<file path="src/hdl/dfc_pkg.sv">
package dfc_pkg;
  // ------------------------------------------------------------
  // Timing
  // ------------------------------------------------------------
  localparam int CLK_KHZ = 125000;
  localparam int BULB_MS = 5000;
  localparam int SHUT_MS = 30000;
  localparam int EMPTY_MS = 3000;
  localparam int ON_MS = 400;
  localparam int OFF_MS = 400;
  localparam int DGAP_MS = 1200;
  localparam int CGAP_MS = 2400;
  localparam logic [31:0] BULB_CYC = 32'(64'(BULB_MS) * 64'(CLK_KHZ));
  localparam logic [31:0] SHUT_CYC = 32'(64'(SHUT_MS) * 64'(CLK_KHZ));
  localparam logic [31:0] EMPTY_CYC = 32'(64'(EMPTY_MS) * 64'(CLK_KHZ));
  localparam logic [31:0] ON_CYC = 32'(64'(ON_MS) * 64'(CLK_KHZ));
  localparam logic [31:0] OFF_CYC = 32'(64'(OFF_MS) * 64'(CLK_KHZ));
  localparam logic [31:0] DGAP_CYC = 32'(64'(DGAP_MS) * 64'(CLK_KHZ));
  localparam logic [31:0] CGAP_CYC = 32'(64'(CGAP_MS) * 64'(CLK_KHZ));
  // ------------------------------------------------------------
  // Code memory and fields
  // ------------------------------------------------------------
  localparam int DEPTH = 8;
  localparam int IDX_W = 3;
  localparam int CODE_W = 16;
  localparam int SENS_W = 12;
  localparam logic [IDX_W-1:0] LAST_IDX = 3'h7;
  localparam logic [IDX_W:0] DEPTH_CNT = 4'h8;
  localparam logic [1:0] LAST_DIGIT = 2'h3;
  localparam logic [3:0] ZERO_PULSES = 4'hA;
  localparam logic [CODE_W-1:0] EMPTY_CODE = 16'h0003;
  localparam logic [SENS_W-1:0] SENSOR_DEFAULT = 12'h800;
  typedef enum logic [2:0] {
    S_IDLE, S_FIND, S_LOAD, S_ON, S_OFF, S_GAP
  } dfc_state_t;
endpackage

</file>
<file path="src/hdl/dfc_flash_code.sv">
module dfc_flash_code
  import dfc_pkg::*;
#(
  parameter logic [31:0] P_BULB = BULB_CYC,
  parameter logic [31:0] P_SHUT = SHUT_CYC,
  parameter logic [31:0] P_ON = ON_CYC,
  parameter logic [31:0] P_OFF = OFF_CYC,
  parameter logic [31:0] P_DGAP = DGAP_CYC,
  parameter logic [31:0] P_CGAP = CGAP_CYC,
  parameter logic [31:0] P_EMPTY = EMPTY_CYC
) (
  input wire logic I_CLK_SYS,
  input wire logic I_RSTN,
  input wire logic I_FAULT_SET,
  input wire logic I_FAULT_GONE,
  input wire logic I_FAULT_MAJOR,
  input wire logic [CODE_W-1:0] I_FAULT_CODE,
  input wire logic I_READER_CLEAR,
  input wire logic I_OVERRIDE_SW,
  input wire logic I_IGN_ON,
  input wire logic I_ENGINE_IDLE_OR_STOP,
  input wire logic I_REAR_START_NORMAL,
  input wire logic I_SENSOR_FAIL,
  input wire logic [SENS_W-1:0] I_SENSOR_VALUE,
  output logic O_CHECK_LAMP,
  output logic O_STOP_LAMP,
  output logic O_SHUTDOWN,
  output logic O_DIAG_RUN,
  output logic [SENS_W-1:0] O_SENSOR_VALUE
);
  // ------------------------------------------------------------
  // Code memory, newest entry at index 0
  // ------------------------------------------------------------
  logic [CODE_W-1:0] e_code [DEPTH];
  logic [DEPTH-1:0] e_used;
  logic [DEPTH-1:0] e_act;
  logic [DEPTH-1:0] e_maj;
  logic [DEPTH-1:0] hit;
  logic [CODE_W-1:0] sh_code [DEPTH+1];
  wire [DEPTH:0] sh_used = {e_used, 1'b1};
  wire [DEPTH:0] sh_act = {e_act, 1'b1};
  wire [DEPTH:0] sh_maj = {e_maj, I_FAULT_MAJOR};
  wire any_hit = |hit;
  wire ins = I_FAULT_SET && (I_READER_CLEAR || !any_hit);
  wire any_act = |(e_used & e_act);
  wire major_on = |(e_used & e_act & e_maj);
  assign sh_code[0] = I_FAULT_CODE;
  genvar i;
  generate
    for (i = 0; i < DEPTH; i++) begin : g_ent
      assign hit[i] = e_used[i] && (e_code[i] == I_FAULT_CODE);
      assign sh_code[i+1] = e_code[i];
      always_ff @(posedge I_CLK_SYS) begin
        if (!I_RSTN) begin
          e_code[i] <= '0;
          e_used[i] <= 1'b0;
          e_act[i] <= 1'b0;
          e_maj[i] <= 1'b0;
        end else if (ins && (i == 0 || !I_READER_CLEAR)) begin
          e_code[i] <= sh_code[i];
          e_used[i] <= sh_used[i];
          e_act[i] <= sh_act[i];
          e_maj[i] <= sh_maj[i];
        end else if (I_READER_CLEAR) begin
          e_used[i] <= 1'b0;
          e_act[i] <= 1'b0;
          e_maj[i] <= 1'b0;
        end else if (I_FAULT_SET && hit[i]) begin
          e_act[i] <= 1'b1;
          e_maj[i] <= e_maj[i] | I_FAULT_MAJOR;
        end else if (I_FAULT_GONE && hit[i]) begin
          e_act[i] <= 1'b0;
        end
      end
    end
  endgenerate
  // ------------------------------------------------------------
  // Switch, bulb check and shutdown delay
  // ------------------------------------------------------------
  logic sw_q;
  logic [31:0] bulb_cnt;
  logic [31:0] shut_cnt;
  logic rd;
  wire press = I_OVERRIDE_SW && !sw_q;
  wire ovr_press = press && major_on;
  wire bulb = bulb_cnt != P_BULB;
  wire rd_ok = I_IGN_ON && I_ENGINE_IDLE_OR_STOP && I_REAR_START_NORMAL;
  wire rd_start = !rd && press && !major_on && rd_ok;
  wire rd_stop = rd && (press || !rd_ok);
  always_ff @(posedge I_CLK_SYS) begin
    if (!I_RSTN) begin
      sw_q <= 1'b0;
      bulb_cnt <= '0;
    end else begin
      sw_q <= I_OVERRIDE_SW;
      if (bulb) begin
        bulb_cnt <= bulb_cnt + 32'h1;
      end
    end
  end
  always_ff @(posedge I_CLK_SYS) begin
    if (!I_RSTN || !major_on) begin
      shut_cnt <= '0;
      O_SHUTDOWN <= 1'b0;
    end else if (!O_SHUTDOWN) begin
      if (ovr_press) begin
        shut_cnt <= '0;
      end else if (shut_cnt == P_SHUT - 32'h1) begin
        O_SHUTDOWN <= 1'b1;
      end else begin
        shut_cnt <= shut_cnt + 32'h1;
      end
    end
  end
  always_ff @(posedge I_CLK_SYS) begin
    if (!I_RSTN) begin
      rd <= 1'b0;
    end else if (rd_stop) begin
      rd <= 1'b0;
    end else if (rd_start) begin
      rd <= 1'b1;
    end
  end
  // ------------------------------------------------------------
  // Readout sequencer
  // ------------------------------------------------------------
  dfc_state_t st;
  logic list;
  logic single;
  logic rep;
  logic nxt;
  logic have_last;
  logic found;
  logic [1:0] digit;
  logic [3:0] pulses;
  logic [31:0] tmr;
  logic [IDX_W-1:0] scan;
  logic [IDX_W:0] pos;
  logic [CODE_W-1:0] cur;
  logic [CODE_W-1:0] last;
  logic [CODE_W-1:0] best;
  wire cand = e_used[scan] && e_act[scan]
              && (!have_last || e_code[scan] > last);
  wire take = cand && (!found || e_code[scan] < best);
  wire fnd = found || cand;
  wire [CODE_W-1:0] bst = take ? e_code[scan] : best;
  wire scan_end = scan == LAST_IDX;
  wire inact_ok = (pos < DEPTH_CNT) && e_used[pos[IDX_W-1:0]];
  wire show_act = !list && fnd && !single;
  wire show_ina = list && inact_ok && !single;
  wire show_code = show_act || show_ina;
  wire show_emp = !single && !show_code
                  && (list ? (pos == '0) : !have_last);
  wire [CODE_W-1:0] pick = list ? e_code[pos[IDX_W-1:0]] : bst;
  wire [3:0] dig_val = cur[{digit, 2'b00} +: 4];
  wire tmr_end = tmr == '0;
  // Only control state is cleared; data regs are loaded before use
  always_ff @(posedge I_CLK_SYS) begin
    if (!I_RSTN || !rd) begin
      st <= S_IDLE;
      list <= 1'b0;
      single <= 1'b0;
      have_last <= 1'b0;
      found <= 1'b0;
      scan <= '0;
      pos <= '0;
    end else begin
      case (st)
        S_IDLE: begin
          st <= S_FIND;
        end
        S_FIND: begin
          scan <= scan + 3'h1;
          found <= fnd;
          best <= bst;
          if (scan_end) begin
            found <= 1'b0;
            if (show_code || show_emp) begin
              cur <= show_emp ? EMPTY_CODE : pick;
              single <= show_emp;
              rep <= 1'b0;
              digit <= show_emp ? 2'h0 : LAST_DIGIT;
              st <= S_LOAD;
              if (show_act) begin
                last <= bst;
                have_last <= 1'b1;
              end
              if (show_ina) begin
                pos <= pos + 4'h1;
              end
            end else begin
              list <= ~list;
              pos <= '0;
              have_last <= 1'b0;
              single <= 1'b0;
            end
          end
        end
        S_LOAD: begin
          pulses <= (dig_val == 4'h0) ? ZERO_PULSES : dig_val;
          tmr <= P_ON - 32'h1;
          st <= S_ON;
        end
        S_ON: begin
          tmr <= tmr - 32'h1;
          if (tmr_end) begin
            tmr <= P_OFF - 32'h1;
            pulses <= pulses - 4'h1;
            st <= S_OFF;
          end
        end
        S_OFF: begin
          tmr <= tmr - 32'h1;
          if (tmr_end && pulses != 4'h0) begin
            tmr <= P_ON - 32'h1;
            st <= S_ON;
          end else if (tmr_end) begin
            st <= S_GAP;
            if (digit != 2'h0) begin
              digit <= digit - 2'h1;
              nxt <= 1'b0;
              tmr <= P_DGAP - 32'h1;
            end else if (!single && !rep) begin
              rep <= 1'b1;
              digit <= LAST_DIGIT;
              nxt <= 1'b0;
              tmr <= P_CGAP - 32'h1;
            end else begin
              nxt <= 1'b1;
              tmr <= single ? P_EMPTY - 32'h1 : P_CGAP - 32'h1;
            end
          end
        end
        S_GAP: begin
          tmr <= tmr - 32'h1;
          if (tmr_end) begin
            st <= nxt ? S_FIND : S_LOAD;
          end
        end
        default: st <= S_IDLE;
      endcase
    end
  end
  // ------------------------------------------------------------
  // Lamps and sensor substitution
  // ------------------------------------------------------------
  wire blink = st == S_ON;
  wire next_check = rd ? (list && blink) : (bulb || any_act);
  wire next_stop = rd ? (!list && blink) : (bulb || major_on);
  always_ff @(posedge I_CLK_SYS) begin
    if (!I_RSTN) begin
      O_CHECK_LAMP <= 1'b0;
      O_STOP_LAMP <= 1'b0;
      O_DIAG_RUN <= 1'b0;
      O_SENSOR_VALUE <= '0;
    end else begin
      O_CHECK_LAMP <= next_check;
      O_STOP_LAMP <= next_stop;
      O_DIAG_RUN <= 1'b1;
      O_SENSOR_VALUE <= I_SENSOR_FAIL ? SENSOR_DEFAULT
                                      : I_SENSOR_VALUE;
    end
  end
endmodule

</file>
<file path="config.mk">
export PLATFORM = sky130hd
export DESIGN_NAME = dfc_flash_code
export DESIGN_NICKNAME = d
export VERILOG_FILES = /design/src/hdl/dfc_pkg.sv /design/src/hdl/dfc_flash_code.sv
export SDC_FILE = /design/constraint.sdc
export NUM_CORES = 1
export LEC_CHECK = 0
export ABC_AREA = 1
export CORE_MARGIN = 3
export CORE_UTILIZATION = 45
export CTS_CLUSTER_SIZE = 28
export DETAILED_ROUTE_END_ITERATION = 8
export DONT_BUFFER_PORTS = 1
export SKIP_CTS_REPAIR_TIMING = 1
export SKIP_LAST_GASP = 1
export SYNTH_ARGS = -nofsm -noshare
export SYNTH_HDL_FRONTEND = slang
export SYNTH_SLANG_ARGS = --single-unit
</file>
<file path="constraint.sdc">
create_clock -name I_CLK_SYS -period 13.5 [get_ports I_CLK_SYS]
set_input_delay 0.675 -clock I_CLK_SYS [delete_from_list [all_inputs] [get_ports I_CLK_SYS]]
set_output_delay 0.675 -clock I_CLK_SYS [all_outputs]
set_load 0.01 [all_outputs]
</file>
# Word-level counts from Yosys, hierarchy flattened
# Memory sizes are Yosys's and may differ from the RTL's. A register that Yosys moved wholly into a read port is not among the register bits.
# Index checks and enable logic that the tools add are counted.
# word_totals
register_bits	208
ramBits	128
input_bits	39
out_inout_bits	16
elab_cells	376
n_memories	1
# classes
n_addsub	7
n_lt_le_gt_ge	5
eq_ne	29
n_shift	1
n_mux	142
n_bitwise	24
reduce_logical	118
# mem_list
memory	words	width	read_ports	rd_clocked_by_memory_dff	wr	line	source
e_code	8	16	10	2	8	dfc_flash_code.sv:34	logic [CODE_W-1:0] e_code [DEPTH];
# op_table
operator	n
$mux 16	10
$mux 32	5
$eq 16x16->1	8
$pmux 32 s4	1
$mux 1	93
$add 32x1->32 const B	2
$mux 27	2
$logic_and 1x1->1	48
$reduce_bool 4->1	10
$eq 32x32->1 const B	1
$logic_not 32->1	1
$ne 32x30->1 const B	1
$sub 32x1->32 const B	1
$mux 3	10
$mux 29	1
$reduce_bool 3->1	8
$reduce_or 8->1	3
$ne 2x2->1 const B	11
$pmux 3 s6	1
$and 8x8->8	2
$gt 16x16->1	1
$lt 16x16->1	1
$mux 2	8
$mux 4	4
30 further kinds	93

# Depth between registers and ports, before layout
# Gate-level depths: netlist (run 1).
# logic_depth
word_depth	16
mapped_depth	24
mapped_depth_nobuf	23

# Worst setup path before layout (run 1)
# OpenSTA, ideal clock, no wires.
# synth_path
path_kind	input to register
start	input I_FAULT_CODE[14]
end	memory e_code[1][0], enable pin
setup_time_ps	738
arrival_ps	9623
required_ps	12762
slack_ps	3140
cell_stages	12
path_buffers	1
path_cell_list	buf_2 -> inv_2 -> or2_1 -> nand3_1 -> nor3_1 -> nand4_1 -> nand2_1 -> nor2_1 -> nand2_2 -> nand2_2 -> nand2_4 -> o21ai_0
# synth_rtl
element	line	source
from (decl)	dfc_flash_code.sv:17	input wire logic [CODE_W-1:0] I_FAULT_CODE,
to (decl)	dfc_flash_code.sv:34	

==> impl_metrics.env, run 1 <==
export IMPL_avgSynthCellArea_um2=7.68
export IMPL_wl_met3_mm=6.76
export IMPL_drt_met1_wl_mm=30.1
export IMPL_top_layer="met4"
export IMPL_first_pass_iters=6
export IMPL_routed_via_density=5.79
export IMPL_dpl_cell_area_um2=20900
export IMPL_ant_nets=0
export IMPL_powerDensity_nw_per_um2=113
export IMPL_post_synth_top_area_cell="edfxtp_1"
export IMPL_fin_crit_sh_pct=43.3
export IMPL_peakVddDrop_v=0.000110
export IMPL_cp_start_kind="flop"
export IMPL_max_freq_ghz=0.171
export IMPL_fin_area_um2=22300
export IMPL_routed_wl_mm=67.9
export IMPL_grt_first_pass_wirelength_mm=103
export IMPL_coreArea_um2=44600
export IMPL_place_congestion=1.00
export IMPL_syn_cell_area_um2=20500
export IMPL_die_h_um=219
export IMPL_crit_path_frequent_cell="nand2_1"
export IMPL_io_buffer_count=0
export IMPL_nets=2705
export IMPL_crit_buf_inv=4
export IMPL_n_fill_cell=4342
export IMPL_slowest_delay_ps=890
export IMPL_vias=18800
export IMPL_synth_top_area_share_pct=31.6
export IMPL_grt_pass1_vias=17500
export IMPL_finalCriticalPeriod_ps=5850
export IMPL_status="finished clean"
export IMPL_setup_tns_final_ps=0
export IMPL_seq_area_frac_synth_pct=43.9
export IMPL_cp_max_fo=66
export IMPL_crit_family="simple AND/OR/NAND/NOR gates"
export IMPL_synth_edf_count=216
export IMPL_multi_input_area_um2=9550
export IMPL_seq_area_um2=9010
export IMPL_clk_latency_ps=580
export IMPL_yosysWarnings=0
export IMPL_hpwlAfterDp_mm=49.9
export IMPL_path_clk_slew_ps=60
export IMPL_worstSetupPathType="reg2reg"
export IMPL_drt_iter0_drc=2258
export IMPL_finalHoldViolCount=0
export IMPL_overflow=0
export IMPL_crit_path_top_delay_cell="nor3_2"
export IMPL_rsz0062_at_grt="false"
export IMPL_tightest_slew_ps=1240
export IMPL_wire_per_inst_um=20.9
export IMPL_synth_most_common_cell="nor2_1"
export IMPL_ios=55
export IMPL_final_util_pct=49.9
export IMPL_root_buffer="clkbuf_16"
export IMPL_max_slew_margin_pct=17.5
export IMPL_grt_use_total_pct=28.1
export IMPL_final_setup_skew_ps=32.3
export IMPL_cp_cell_sequence="buf_4, clkinv_1, buf_4, a21oi_1, o21ai_0, nand2_1, inv_1, o21ai_0, ha_1, nand2_1, nor4_1, nand3_1, nand2_1, nand2_1, nand2_1, nand2_1, nand2_1, nand2_1, nor2_1, o21ai_0, nor3_2"
export IMPL_setup_violations=0
export IMPL_cts_sinks=342
export IMPL_power_mw=2.51
export IMPL_final_max_slew_viol_count=0
export IMPL_drc_errors=0
export IMPL_fin_hold_ws_ps=155
export IMPL_ys_ff_latch=342
export IMPL_die_x_um=219
export IMPL_diodes=0
export IMPL_start_util_pct=46.0
export IMPL_synth_common_cells="nor2_1, inv_1, nand2_1"
export IMPL_end_kind="flop"
export IMPL_maxCapViolations=0
export IMPL_synthCells=2670
export IMPL_grt_max_degree=67
export IMPL_dr_wl_met2_mm=28.8
export IMPL_worstPathArrival_ps=6020
export IMPL_synth_nets=2754
export IMPL_antenna_found_initial=0
export IMPL_crit_required_ps=13670
export IMPL_hp_class="in2reg"
export IMPL_htreeDepth=2
export IMPL_synth_top_flop_cell="edfxtp_1"
export IMPL_placementRows=77
export IMPL_cts_buffers=40
export IMPL_ys_types=63
export IMPL_cellLeakagePower_nw=8.35
export IMPL_synthTopCellsByArea="edfxtp_1, dfxtp_1, nor2_1"
export IMPL_cts_tree="built"
export IMPL_async_flop_share_pct=0
export IMPL_clockBufferDepth=3
export IMPL_drive_gt1_share_pct=5.73
export IMPL_die_area_um2=48200
export IMPL_syn_to_final_growth_pct=8.52
==> flip-flops by register name, indices dropped and copies added, names as in the netlist, 8 cells and up, named ones only <==
signal          flops
last               16
e_used              8
bulb_cnt           32
shut_cnt           32
best               16
O_SENSOR_VALUE     12
cur                16
e_maj               8
tmr                32
e_act               8
e_code            128
==> layer usage <==
metal | up-vias | global-route usage, %
met4 | 0 | 9.48
met2 | 872 | 41.3
met1 | 8840 | 40.0
li1 | 8922 | -
met3 | 137 | 7.46
met5 | - | 0
==> power by group <==
part,internal [mW],leakage [nW],switching [mW]
Sequential,1.14,3.17,0.0409
Combinational,0.0527,4.51,0.134
Clock,0.685,0.670,0.461
==> cell type report <==
cell class                      count  share of cell area [%]
Clock buffer                       54                    5.06
Multi-Input combinational cell   1834                    42.9
Tap cell                          592                    3.33
Timing Repair Buffer               18                   0.607
Inverter                          385                    6.49
Clock inverter                     18                    1.11
Sequential cell                   342                    40.5
==> worst reg2reg max path, delay by kind of cell, from the launching register on <==
family          cells  cell delay (ps)
buf+inv             4              940
simple gates       12             2920
flops               1              310
compound gates      4             1020
fa+ha+maj           1              230
==> worst paths after layout <==
| path | from | endpoint | slack [ps] | cells past startpoint |
|---|---|---|---|---|
| setup / recovery | flop | cur[10] | 7650 | 21 |
| hold / removal | I_RSTN | O_DIAG_RUN | 150 | 0 |
| setup reg to reg | flop | cur[10] | 7650 | 21 |
| hold reg to reg | bulb_cnt[12] | bulb_cnt[12] | 470 | 1 |
==> layout by cell type (no fill, tap or decap), types with 5 or more instances in the layout <==
cell / netlist / routed
nor2_1: 380 / 379
inv_1: 367 / 367
nand2_1: 360 / 360
o21ai_0: 252 / 251
a21oi_1: 235 / 235
edfxtp_1: 216 / 216
nand3_1: 147 / 147
dfxtp_1: 126 / 124
o22ai_1: 70 / 70
nor3_1: 67 / 65
nand4_1: 53 / 53
xor2_1: 50 / 50
ha_1: 45 / 45
clkbuf_16: 0 / 42
nor2_4: 30 / 30
nor4_1: 20 / 20
buf_4: 7 / 18
and2_1: 15 / 15
xnor2_1: 13 / 13
inv_2: 13 / 13
clkinv_1: 5 / 9
clkbuf_1: 60 / 9
or2_2: 7 / 7
a211oi_1: 7 / 7
nor3_2: 4 / 6
o21a_1: 6 / 6
a31oi_1: 6 / 6
nor3b_1: 5 / 5
clkinv_2: 0 / 5
bufinv_16: 0 / 5
==> stage by stage <==
| step | worst slack, ps | std cells |
|---|---|---|
| 5_1_grt | 6940 | 3243 |
| 3_5_place_dp | 7750 | 3171 |
| 3_3_place_gp | 7910 | 3171 |
| 2_1_floorplan | 3140 | 2670 |
| 4_1_cts | 7720 | 3243 |
| 6_report | 7650 | 3243 |
==> cell families after synthesis <==
family	after synthesis	synth area share, %
DFF	342	43.9
buffers and inverters	494	9.66
adders and majority gates	45	2.75
xor gates and xnor gates	63	2.69
AOI/OAI and AO/OA	618	16.4
and+or+nand+nor	1108	24.6
(Power assumes the default switching activity.)
==> inputs of run 2 (changes only) <==
- clock period: 13.5 -> 5.7 ns (I/O delays scaled with it)
==> run 2 against run 1 <==
  * Critical endpoint unchanged
  * Sequential power is 140% higher
  * Cell count is 0.89% higher
  * Wire length hardly changed
  * Fmax is 28% higher
  * Hold slack worse by 160 ps
  * Utilization is 0.50 points higher
  * Final area is 1.0% higher
  * Die area stayed put
  * First-iteration DRC count is 1.7% higher
  * The run now ends with hold timing left
==> impl_metrics.env, run 2 (same netlist as run 1, synthesis figures left out) <==
export IMPL_final_common_cell="nor2_1"
export IMPL_root_buffer="clkbuf_16"
export IMPL_layout_cells_non_filler=3272
export IMPL_cellLeakagePower_nw=8.45
export IMPL_cp_start_kind="flop"
export IMPL_io_buffer_count=0
export IMPL_worstPathArrival_ps=4830
export IMPL_end_kind="flop"
export IMPL_dpl_cell_area_um2=21000
export IMPL_clk_latency_ps=570
export IMPL_power_mw=5.84
export IMPL_place_ws_ps=1150
export IMPL_grt_use_total_pct=27.9
export IMPL_place_congestion=1.01
export IMPL_drc_errors=0
export IMPL_path_clk_slew_ps=60
export IMPL_cp_max_fo=25
export IMPL_syn_to_final_growth_pct=9.62
export IMPL_die_x_um=219
export IMPL_final_max_slew_viol_count=0
export IMPL_peakVddDrop_v=0.000242
export IMPL_drt_iter0_drc=2296
export IMPL_powerDensity_nw_per_um2=260
export IMPL_start_util_pct=46.0
export IMPL_final_cell_mix="nor2_1, inv_1, nand2_1"
export IMPL_setup_tns_final_ps=0
export IMPL_fin_hold_ws_ps=-6.31
export IMPL_rsz0062_at_grt="false"
export IMPL_status="finished with violations"
export IMPL_dpl_cell_count=3177
export IMPL_final_setup_skew_ps=17.2
export IMPL_hpwlAfterDp_mm=49.0
export IMPL_largest_reg_flops=128
export IMPL_fin_crit_sh_pct=80.3
export IMPL_clockBufferDepth=3
export IMPL_coreArea_um2=44600
export IMPL_top_usage_layer="met2"
export IMPL_setup_ws_ps=1120
export IMPL_grt_first_pass_wirelength_mm=104
export IMPL_regMostFlops="e_code"
export IMPL_routed_via_density=5.80
export IMPL_setup_violations=0
export IMPL_die_area_um2=48200
export IMPL_die_h_um=219
export IMPL_maxCapViolations=0
export IMPL_tightest_slew_ps=1220
export IMPL_finalHoldViolCount=1
export IMPL_violations="hold timing"
export IMPL_wire_per_inst_um=20.8
export IMPL_routed_wl_mm=67.9
export IMPL_final_util_pct=50.4
export IMPL_hp_class="in2reg"
export IMPL_use_met1_pct=39.9
export IMPL_worstSetupPathType="reg2reg"
export IMPL_drive_gt1_share_pct=5.78
export IMPL_grt_pass1_vias=17800
export IMPL_htreeDepth=2
export IMPL_cts_buffers=40
export IMPL_finalCriticalPeriod_ps=4580
export IMPL_placementRows=77
export IMPL_use_met3_pct=6.76
export IMPL_crit_required_ps=5950
export IMPL_diodes=0
export IMPL_overflow=0
export IMPL_nets=2734
export IMPL_antenna_found_initial=2
export IMPL_max_slew_margin_pct=18.7
export IMPL_max_freq_ghz=0.219
export IMPL_grt_max_degree=118
export IMPL_ant_nets=0
export IMPL_fin_area_um2=22500
export IMPL_ios=55
export IMPL_cts_tree="built"
export IMPL_first_pass_iters=6
export IMPL_vias=19000
export IMPL_grt_util_met2_pct=41.5
export IMPL_cts_sinks=342
run 2: cell types whose count changed in the layout (fill, tap and decap cells not counted), sizes merged:
cell,delta
dlygate4sd3,+22
buf,+7
bufinv,-1
clkbuf,-1
clkinvlp,+1
inv,+1
run 2: area by class of cell:
cell class / instances / area [um2]
clock inverter: 19 / 196
timing repair buffer: 47 / 445
multi-input combinational: 1834 / 9550
sequential: 342 / 9010
tap: 592 / 741
clock buffer: 53 / 1090
fill: 4319 / 22100
inverter: 385 / 1450
run 2: final timing paths:
path	startpoint	end	slack (ps)	depth (start not counted)
worst max-delay path	flop	cur[10]	1120	24
worst min-delay path	I_OVERRIDE_SW	rd	-6	4
worst max register to register	flop	cur[10]	1120	24
worst min register to register	shut_cnt[26]	shut_cnt[26]	470	2
run 2: layer usage:
| layer | up-vias | wire length (um) |
|---|---|---|
| met5 | - | 16 |
| met1 | 8935 | 29400 |
| met3 | 154 | 7460 |
| li1 | 8985 | - |
| met4 | 2 | 2490 |
| met2 | 915 | 28600 |
run 2: power by group:
part | switching (mW) | internal (mW) | total [mW] | leakage [nW]
logic | 0.321 | 0.138 | 0.459 | 4.65
registers | 0.0867 | 2.70 | 2.79 | 3.17
clock network | 1.07 | 1.53 | 2.60 | 0.628
total | 1.48 | 4.36 | 5.84 | 8.45
run 2: critical path, stage by stage (launching register included):
cell,delay (ps)
dfxtp_2,320
clkinv_1,580
a21oi_1,320
o21ai_0,110
nand2_1,90
inv_1,40
o21ai_0,620
ha_1,380
a21oi_1,140
o21ai_0,90
nand2_1,60
nand2_1,40
nand2_1,60
nand2_1,50
nand2_1,70
nand2_1,50
nand2_1,100
nand2_1,90
nand2_1,130
nand2_1,80
nor2_1,90
buf_4,230
o21ai_0,130
nor3_2,110
buf_4,270
==> inputs of run 3 (changes only) <==
- clock period: 5.7 -> 4.57 ns (I/O delays scaled with it)
==> run 3 against run 2 <==
  * The flow still finishes with violations (hold timing)
  * Die area unchanged
  * Global-route usage down 0.50 points
  * Sequential power up 24%
  * Final area up 1.5%
  * Fmax up 13%
  * Largest power group unchanged
==> impl_metrics.env, run 3 (same netlist as run 1, synthesis figures left out) <==
export IMPL_rsz0062_at_grt="false"
export IMPL_cts_tree="built"
export IMPL_place_ws_ps=736
export IMPL_vias=19000
export IMPL_placementRows=77
export IMPL_dpl_cell_count=3188
export IMPL_end_kind="flop"
export IMPL_final_setup_skew_ps=24.5
export IMPL_final_common_cell="nor2_1"
export IMPL_fin_area_um2=22800
export IMPL_tightest_slew_ps=1050
export IMPL_regMostFlops="e_code"
export IMPL_grt_pass1_vias=17900
export IMPL_status="finished with violations"
export IMPL_first_pass_iters=7
export IMPL_final_util_pct=51.1
export IMPL_start_util_pct=46.0
export IMPL_routed_wl_mm=67.1
export IMPL_grt_max_degree=65
export IMPL_root_buffer="clkbuf_16"
export IMPL_crit_path_frequent_cell="nand2_1"
export IMPL_cts_buffers=40
export IMPL_hp_class="in2reg"
export IMPL_clk_latency_ps=570
export IMPL_setup_violations=0
export IMPL_cts_sinks=342
export IMPL_n_fill_cell=4299
export IMPL_io_buffer_count=0
export IMPL_max_slew_margin_pct=30.2
export IMPL_drt_iter0_drc=2104
export IMPL_crit_required_ps=4820
export IMPL_antenna_found_initial=0
export IMPL_cp_start_kind="flop"
export IMPL_finalCriticalPeriod_ps=4060
export IMPL_drc_errors=0
export IMPL_syn_to_final_growth_pct=11.2
export IMPL_crit_buf_inv=4
export IMPL_path_clk_slew_ps=60
export IMPL_powerDensity_nw_per_um2=324
export IMPL_crit_path_top_delay_cell="o21ai_0"
export IMPL_wire_per_inst_um=20.3
export IMPL_final_cell_mix="nor2_1, inv_1, nand2_1"
export IMPL_worstSetupPathType="reg2reg"
export IMPL_dpl_cell_area_um2=21000
export IMPL_layout_cells_non_filler=3301
export IMPL_htreeDepth=2
export IMPL_setup_ws_ps=510
export IMPL_maxCapViolations=0
export IMPL_grt_first_pass_wirelength_mm=102
export IMPL_crit_family="simple AND/OR/NAND/NOR gates"
export IMPL_final_max_slew_viol_count=0
export IMPL_ant_nets=0
export IMPL_nets=2762
export IMPL_violations="hold timing"
export IMPL_die_area_um2=48200
export IMPL_max_freq_ghz=0.246
export IMPL_finalHoldViolCount=6
export IMPL_overflow=0
export IMPL_die_x_um=219
export IMPL_cellLeakagePower_nw=8.64
export IMPL_ios=55
export IMPL_fin_hold_ws_ps=-44.2
export IMPL_place_congestion=1.07
export IMPL_die_h_um=219
export IMPL_diodes=0
export IMPL_hpwlAfterDp_mm=48.1
export IMPL_coreArea_um2=44600
export IMPL_drive_gt1_share_pct=6.28
export IMPL_fin_crit_sh_pct=88.8
export IMPL_cp_cell_sequence="clkinv_1, buf_12, a21oi_1, o21ai_0, nand2_1, inv_1, o21ai_0, ha_1, nand2_1, nor2_1, nor3_1, nand2_1, nand2_1, nand2_1, nand2_1, nand2_1, nand2_1, nand2_1, nand2_1, nand2_1, nor2_1, o21ai_0, nor3_2, buf_4"
export IMPL_routed_via_density=5.75
export IMPL_slowest_delay_ps=660
export IMPL_largest_reg_flops=128
export IMPL_peakVddDrop_v=0.000299
export IMPL_worstPathArrival_ps=4310
export IMPL_setup_tns_final_ps=0
export IMPL_clockBufferDepth=3
export IMPL_cp_max_fo=63
export IMPL_grt_use_total_pct=27.4
-- run 3: worst register-to-register path: cells and delay by family, from the launching register on --
kind,cells,cell delay (ps)
AOI/OAI and AO/OA,4,1000
and+or+nand+nor,15,1430
buffers and inverters,4,590
DFF,1,340
adders and majority gates,1,370
-- run 3: where the power goes --
part / leakage, nW / switching [mW] / internal (mW)
logic: 4.81 / 0.404 / 0.182
registers: 3.17 / 0.101 / 3.37
clock network: 0.664 / 1.35 / 1.99
-- run 3: layer usage --
metal | up-vias | wire [um] | track usage, %
met5 | - | 0 | 0
li1 | 9035 | - | -
met3 | 152 | 6550 | 5.28
met4 | 0 | 2580 | 10.8
met1 | 8888 | 28800 | 38.9
met2 | 920 | 29200 | 41.4
-- run 3: final cells by class --
| type | count | area [um2] | area share (%) |
|---|---|---|---|
| timing repair buffer | 75 | 711 | 3.12 |
| multi-input combinational | 1834 | 9550 | 41.9 |
| inverter | 385 | 1450 | 6.34 |
| clock buffer | 49 | 1050 | 4.62 |
| clock inverter | 24 | 295 | 1.29 |
| tap | 592 | 741 | 3.25 |
| sequential | 342 | 9010 | 39.5 |
-- run 3: per-stage QoR --
stage	total power, mW	hold WS, ps
finish	7.40	-44.2
floorplan	3.88	256
CTS	7.40	-345
detailed placement	4.06	264
global placement	4.06	264
global route	7.65	1.42
-- run 3: path summary, 6_finish.rpt --
path	startpoint	to	slack, ps	depth (start not counted)
setup / recovery	flop	cur[1]	510	24
hold / removal	I_FAULT_MAJOR	e_maj[6]	-40	4
setup reg to reg	flop	cur[1]	510	24
hold reg to reg	shut_cnt[26]	shut_cnt[26]	470	2
